$ cat config.mk
export PLATFORM = sky130hd
export DESIGN_NAME = ppgd_push_pull_gate_drive
export DESIGN_NICKNAME = d
export VERILOG_FILES = /design/src/ppgd_push_pull_gate_drive.v
export VERILOG_INCLUDE_DIRS = /design/src
export SDC_FILE = /design/constraint.sdc
export NUM_CORES = 1
export LEC_CHECK = 0
export BUFFER_PORTS_ARGS = -buffer_cell sky130_fd_sc_hd__buf_2
export CAP_MARGIN = 10
export CORE_ASPECT_RATIO = 1.4
export CORE_MARGIN = 3
export CORE_UTILIZATION = 51
export CTS_BUF_LIST = sky130_fd_sc_hd__clkbuf_8
export CTS_CLUSTER_DIAMETER = 100
export CTS_CLUSTER_SIZE = 20
export DETAILED_ROUTE_END_ITERATION = 6
export PLACE_DENSITY = 0.72
export SLEW_MARGIN = 10
export SYNTH_ARGS = -nofsm -noshare
export SYNTH_HDL_FRONTEND = slang
export SYNTH_SLANG_ARGS = --single-unit
$ cat constraint.sdc
create_clock -name mclk -period 2.6 [get_ports mclk]
set_input_delay 0.26 -clock mclk [delete_from_list [all_inputs] [get_ports mclk]]
set_output_delay 0.26 -clock mclk [all_outputs]
set_load 0.01 [all_outputs]
$ cat src/ppgd_regs.vh
// Purpose: constants for the push-pull gate drive block
// Assumes: 50 MHz mclk, 20 ns period
// Notes:   times are in ns; cycle counts derive from them
`ifndef PPGD_REGS_VH
`define PPGD_REGS_VH

// ==========================================
// clock
`define PPGD_CLK_PERIOD_NS 20
`define PPGD_CLK_HZ        50000000

// ==========================================
// switching frequency variants, output frequency in Hz
`define PPGD_FSW_LOW_HZ  160000
`define PPGD_FSW_HIGH_HZ 424000

// ==========================================
// dead time, ns, as typical figures
`define PPGD_DEAD_LOW_NS  115
`define PPGD_DEAD_HIGH_NS 90

// ==========================================
// spread spectrum: triangle sweep of the oscillator half-period
`define PPGD_SS_SPAN    8'h10
`define PPGD_SS_STEP_HP 16'h0004

// ==========================================
// data channels: carrier-hold cycles before the receiver reads silence
`define PPGD_KEY_HOLD 2'h3

// ==========================================
// phase states
`define PPGD_ST_DEAD_A 2'h0
`define PPGD_ST_ON_A   2'h1
`define PPGD_ST_DEAD_B 2'h2
`define PPGD_ST_ON_B   2'h3

`endif

$ cat src/ppgd_push_pull_gate_drive.v
// Purpose: two-phase gate drive for a push-pull transformer driver
// Assumes: one clock mclk at 50 MHz, async active-high reset
// Notes:   both gates low during reset; the first phase follows a dead time
`timescale 1ns/1ns
`include "ppgd_regs.vh"

module ppgd_push_pull_gate_drive
#(
	parameter HIGH_FREQ = 0,
	parameter SS_ENABLE = 1
)
(
	input  wire       mclk,
	input  wire       reset,
	output reg        firstOutputSwitch,
	output reg        secondOutputSwitch,
	output wire [1:0] drivePhase,
	input  wire [3:0] channelData,
	input  wire [3:0] barrierCarrier,
	output wire [3:0] keyedCarrier,
	output wire [3:0] recoveredData
);

	// ==========================================
	// derived timing
	localparam integer FSW_HZ = HIGH_FREQ ? `PPGD_FSW_HIGH_HZ
		: `PPGD_FSW_LOW_HZ;
	// oscillator runs at twice the output rate; halve it again for its half
	localparam integer OSC_HALF = `PPGD_CLK_HZ / (4 * FSW_HZ);
	localparam integer DEAD_NS = HIGH_FREQ ? `PPGD_DEAD_HIGH_NS
		: `PPGD_DEAD_LOW_NS;
	// least time: round up to whole cycles
	localparam integer DEAD_CYC_I = (DEAD_NS + `PPGD_CLK_PERIOD_NS - 1)
		/ `PPGD_CLK_PERIOD_NS;
	localparam [15:0] DEAD_CYC = DEAD_CYC_I[15:0];
	localparam [15:0] OSC_HALF_W = OSC_HALF[15:0];

	// ==========================================
	// spread spectrum sweep of oscillator half-period
	reg  [7:0]  ssPos_ff;
	reg         ssUp_ff;
	reg  [7:0]  nxt_ssPos;
	reg         nxt_ssUp;
	wire [15:0] oscHalf;

	assign oscHalf = SS_ENABLE
		? OSC_HALF_W + ({8'h00, ssPos_ff} >> 2)
		: OSC_HALF_W;

	// ==========================================
	// internal oscillator and divide-by-two
	reg  [15:0] oscCnt_ff;
	reg  [15:0] nxt_oscCnt;
	reg         osc_ff;
	reg         div_ff;
	reg         divPrev_ff;
	wire        oscRise;

	assign oscRise = (oscCnt_ff == oscHalf - 16'h0001) & ~osc_ff;

	// oscillator counter, sweep steps once per oscillator period
	always @*
	begin
		nxt_oscCnt = oscCnt_ff + 16'h0001;
		nxt_ssPos = ssPos_ff;
		nxt_ssUp = ssUp_ff;
		if (oscCnt_ff >= oscHalf - 16'h0001)
		begin
			nxt_oscCnt = 16'h0000;
			if (oscRise)
			begin
				if (ssUp_ff)
				begin
					nxt_ssPos = ssPos_ff + 8'h01;
					nxt_ssUp = (ssPos_ff + 8'h01) != `PPGD_SS_SPAN;
				end
				else
				begin
					nxt_ssPos = ssPos_ff - 8'h01;
					nxt_ssUp = (ssPos_ff - 8'h01) == 8'h00;
				end
			end
		end
	end

	always @(posedge mclk or posedge reset)
	begin
		if (reset)
		begin
			oscCnt_ff <= 16'h0000;
			osc_ff <= 1'b0;
			div_ff <= 1'b0;
			divPrev_ff <= 1'b0;
			ssPos_ff <= 8'h00;
			ssUp_ff <= 1'b1;
		end
		else
		begin
			oscCnt_ff <= nxt_oscCnt;
			ssPos_ff <= nxt_ssPos;
			ssUp_ff <= nxt_ssUp;
			divPrev_ff <= div_ff;
			if (oscCnt_ff >= oscHalf - 16'h0001)
				osc_ff <= ~osc_ff;
			if (oscRise)
				div_ff <= ~div_ff;
		end
	end

	// ==========================================
	// dead-time insert and phase control
	// each divided half period: dead gap first, then on for the rest,
	// so both phases lose the same time and stay balanced
	reg  [1:0]  state_ff;
	reg  [1:0]  nxt_state;
	reg  [15:0] deadCnt_ff;
	reg  [15:0] nxt_deadCnt;
	wire        halfEdge;

	assign halfEdge = div_ff ^ divPrev_ff;
	assign drivePhase = state_ff;

	always @*
	begin
		nxt_state = state_ff;
		nxt_deadCnt = deadCnt_ff;
		case (state_ff)
			`PPGD_ST_DEAD_A, `PPGD_ST_DEAD_B:
			begin
				if (deadCnt_ff >= DEAD_CYC - 16'h0001)
				begin
					nxt_deadCnt = 16'h0000;
					nxt_state = (state_ff == `PPGD_ST_DEAD_A)
						? `PPGD_ST_ON_A : `PPGD_ST_ON_B;
				end
				else
					nxt_deadCnt = deadCnt_ff + 16'h0001;
			end
			`PPGD_ST_ON_A, `PPGD_ST_ON_B:
			begin
				nxt_deadCnt = 16'h0000;
				// divider is low after reset and A leads, so high selects B
				if (halfEdge) // swap every half period
					nxt_state = div_ff ? `PPGD_ST_DEAD_B : `PPGD_ST_DEAD_A;
			end
			default:
			begin
				nxt_state = `PPGD_ST_DEAD_A;
				nxt_deadCnt = 16'h0000;
			end
		endcase
	end

	// gate outputs registered; never both high by construction
	always @(posedge mclk or posedge reset)
	begin
		if (reset)
		begin
			state_ff <= `PPGD_ST_DEAD_A;
			deadCnt_ff <= 16'h0000;
			firstOutputSwitch <= 1'b0;
			secondOutputSwitch <= 1'b0;
		end
		else
		begin
			state_ff <= nxt_state;
			deadCnt_ff <= nxt_deadCnt;
			firstOutputSwitch <= (nxt_state == `PPGD_ST_ON_A);
			secondOutputSwitch <= (nxt_state == `PPGD_ST_ON_B);
		end
	end

	// ==========================================
	// on-off keyed data channels
	// the carrier runs at half mclk; demodulation relies on the returning
	// carrier sharing mclk, a foreign clock at that rate would alias
	reg         carrier_ff;

	// free-running carrier shared by every channel
	always @(posedge mclk or posedge reset)
	begin
		if (reset)
			carrier_ff <= 1'b0;
		else
			carrier_ff <= ~carrier_ff;
	end

	genvar ch;
	generate
		for (ch = 0; ch < 4; ch = ch + 1)
		begin : gChan
			reg        txMeta_ff;
			reg        txSync_ff;
			reg        txKey_ff;
			reg        rxMeta_ff;
			reg        rxSync_ff;
			reg        rxPrev_ff;
			reg        rxOut_ff;
			reg  [1:0] rxHold_ff;
			wire [1:0] nxt_rxHold;
			wire       rxEdge;

			// any carrier edge reloads the hold, silence drains it
			assign rxEdge = rxSync_ff ^ rxPrev_ff;
			assign nxt_rxHold = rxEdge ? `PPGD_KEY_HOLD
				: (rxHold_ff != 2'h0) ? rxHold_ff - 2'h1 : 2'h0;
			assign keyedCarrier[ch] = txKey_ff;
			assign recoveredData[ch] = rxOut_ff;

			// both pins pass two flops before keying or edge detect
			always @(posedge mclk or posedge reset)
			begin
				if (reset)
				begin
					txMeta_ff <= 1'b0;
					txSync_ff <= 1'b0;
					txKey_ff <= 1'b0;
					rxMeta_ff <= 1'b0;
					rxSync_ff <= 1'b0;
					rxPrev_ff <= 1'b0;
					rxOut_ff <= 1'b0;
					rxHold_ff <= 2'h0;
				end
				else
				begin
					txMeta_ff <= channelData[ch];
					txSync_ff <= txMeta_ff;
					txKey_ff <= txSync_ff & carrier_ff;
					rxMeta_ff <= barrierCarrier[ch];
					rxSync_ff <= rxMeta_ff;
					rxPrev_ff <= rxSync_ff;
					rxHold_ff <= nxt_rxHold;
					rxOut_ff <= (nxt_rxHold != 2'h0); // output buffer
				end
			end
		end
	endgenerate

endmodule // ppgd_push_pull_gate_drive

==> impl_metrics.yaml <==
placed_design:
  hpwl_um: 3420
  gp_congestion: 0.810
  portBuffers: 21
floorplanning:
  die_h_um: 103
  row_count: 34
  die_w_um: 75.4
  die-area_mm2: 0.00777
  core_mm2: 0.00638
  io-pin-count: 22
  initial_utilization_pct: 53.8
detailed_routing:
  drtAntennaViolNets: 0
  routed_wl_um: 5030
  via_count: 2038
  initialDrtViolationCount: 95
  drc: 0
  firstDrtPassIters: 4
  via_per_inst: 4.92
  wl_per_cell_um: 12.2
logic_synthesis:
  synth_top_area_cell: "dfrtp_1"
  synthesis.area_mm2: 0.00343
  synth_edf_count: 0
  yosysTopAreaCellShare_pct: 61.2
  netlist_top_cells_area: "dfrtp_1, ha_1, xnor2_1"
  async_flop_share_pct: 100
  syn-instance-count: 289
  yosysWarningCount: 0
  synth_area_per_cell_um2: 11.9
  synthTopCellsByCount: "dfrtp_1, nand2_1, nor2_1, xnor2_1"
  ys.flop_type: "dfrtp_1"
  synthMostInstantiatedCell: "dfrtp_1"
  synth_seq_area_share_pct: 62.0
  synth_cell_types: 39
  synth_seq_cells: 85
critical_path:
  r2r_cells: 10
  reg2reg_slack_ns: 0.31
  start_kind: "flop"
  r2r_start: "ssPos_ff[2]"
  worstPathRequired_ns: 2.83
  crit_fanout: 12
  endpoint_kind: "flop"
  arrival_ns: 2.52
  reg2reg_to: "ssPos_ff[5]"
  crit_type: "reg2reg"
flow_run:
  maxCapViolCount: 0
cts:
  cts-root-buf: "clkbuf_8"
  worstSkewPairLatency_ns: 0.35
  cts_hold_buf: 5
  clk_pin_slew_worst_paths_ns: 0.09
  cts_setup_buffers: 0
  cts_tree: "done"
  clockBufferDepth: 2
  cts_buffers: 9
  cts_max_level: 3
  clock_sinks: 85
  cts_resized: 0
global_route:
  antenna_found_initial: 0
  grt_pass1_vias: 2090
  grt_pass1_wl_um: 8940
  overflow: 0
  grt_max_degree: 50
  grt_usage_pct: 15.3
sta:
  rsz0062_at_grt: "false"
  setup_violations: 0
  fin_crit_sh_pct: 88.0
  slew_headroom_pct: 59.4
  drv_slew: 0
  fmax_mhz: 437
  worstMarginPinSlew_ns: 0.608
  period_minus_slack_ns: 2.29
  hold_viol_final: 0
  clock_skew_ns: 0.00678
  finalSetupTns_ns: 0
power:
  p_total_mw: 2.65
  leakage_nw: 1.87
  ir_drop_mv: 0.378
  p_per_area_mw_per_mm2: 665
layout:
  nets: 365
  syn_to_final_growth_pct: 16.1
  diodes: 0
  utilization_pct: 62.5
  drive_above_1_share_pct: 16.1
outcome:
  status: "completed"
worst_hold_path:
  min_to: "gChan[3].rxMeta_ff"
  whs_path_depth: 1
  min_from: "barrierCarrier[3]"
  hp-class: "in2reg"
## state kept, by name, indices dropped and copies added (netlist names)
signal              flops
drivePhase              2
carrier_ff              1
ssPos_ff                8
gChan.txMeta_ff         4
gChan.rxHold_ff         8
deadCnt_ff             16
divPrev_ff              1
div_ff                  1
gChan.rxMeta_ff         4
secondOutputSwitch      1
ssUp_ff                 1
gChan.txSync_ff         4
gChan.txKey_ff          4
gChan.rxPrev_ff         4
osc_ff                  1
oscCnt_ff              16
gChan.rxOut_ff          4
gChan.rxSync_ff         4
firstOutputSwitch       1
## cell type report
| class | count | area (um^2) |
|---|---|---|
| clock buffer | 9 | 124 |
| timing repair buffer | 34 | 228 |
| sequential | 85 | 2130 |
| tap | 72 | 90.1 |
| clock inverter | 7 | 130 |
| fill | 505 | 2390 |
| multi-input combinational | 189 | 1220 |
| inverter | 18 | 68.8 |
## report_power, final
part           internal, mW  switching [mW]  leakage, nW
Combinational        0.0361          0.0572        0.711
Sequential             1.38          0.0250         1.03
Clock                 0.656           0.491        0.128
## per-stage QoR
step / setup WS [ns] / instances / hold slack [ns] / cell area, um^2
6_report: 0.311 / 414 / 0.0193 / 3990
5_1_grt: 0.0621 / 414 / 0.00490 / 3990
4_1_cts: 0.277 / 414 / 0.0000223 / 3990
3_5_place_dp: 0.318 / 393 / 0.335 / 3680
3_3_place_gp: 0.348 / 393 / 0.332 / 3680
2_1_floorplan: 0.148 / 307 / 0.291 / 3500
## how the worst max path moves through the flow
stage	endpoint	slack, ns	depth (start not counted)	startpoint
6_report	ssPos_ff[5]	0.31	10	ssPos_ff[2]
5_1_grt	ssPos_ff[6]	0.06	10	ssPos_ff[2]
4_1_cts	ssPos_ff[5]	0.28	10	ssPos_ff[2]
3_5_place_dp	ssPos_ff[5]	0.32	10	ssPos_ff[2]
3_3_place_gp	ssPos_ff[6]	0.35	10	ssPos_ff[2]
2_1_floorplan	carrier_ff	0.15	1	reset
## logic make-up (layout without fill, tap and decap cells)
logic type | after synthesis | in the layout | share of synthesized area (%)
XOR/XNOR | 30 | 30 | 7.65
AND/OR/NAND/NOR | 95 | 95 | 14.2
other | 1 | 19 | 0.109
buffers and inverters | 33 | 68 | 4.55
AO/OA/AOI/OAI | 26 | 26 | 4.66
flip-flops | 85 | 85 | 62.0
multiplexers | 1 | 1 | 0.328
adder cells (fa/ha/maj) | 18 | 18 | 6.56
## worst max-delay path, stage by stage, from the launching register on
cell	delay, ns
dfrtp_1	0.42
ha_1	0.22
nor3_1	0.24
xor2_1	0.12
ha_1	0.29
nand4_1	0.10
or2_1	0.26
nor3_2	0.10
buf_4	0.20
o21ai_1	0.10
xnor2_1	0.13
## metal layers
| metal | vias to the layer above | track usage [%] | part of all wire (%) | wire length, um |
|---|---|---|---|---|
| met2 | 26 | 26.5 | 52 | 2600 |
| li1 | 1013 | - | - | - |
| met4 | 0 | 7.40 | 2.5 | 127 |
| met3 | 13 | 4.20 | 3.0 | 152 |
| met5 | - | 0 | 0 | 0 |
| met1 | 986 | 17.1 | 43 | 2150 |
## cell usage in the layout (no fill, tap or decap), types with 5 or more instances in the layout
| cell | n |
|---|---|
| nand2_1 | 29 |
| nor2_1 | 23 |
| xnor2_1 | 19 |
| conb_1 | 19 |
| dlygate4sd3_1 | 5 |
| a21oi_1 | 5 |
| inv_1 | 17 |
| ha_1 | 18 |
| clkbuf_8 | 9 |
| and2_1 | 5 |
| buf_2 | 21 |
| buf_4 | 7 |
| dfrtp_1 | 84 |
| o21ai_1 | 6 |
| xor2_1 | 11 |
| o21ai_0 | 8 |
| nand3_1 | 9 |
(Power assumes the default switching activity.)
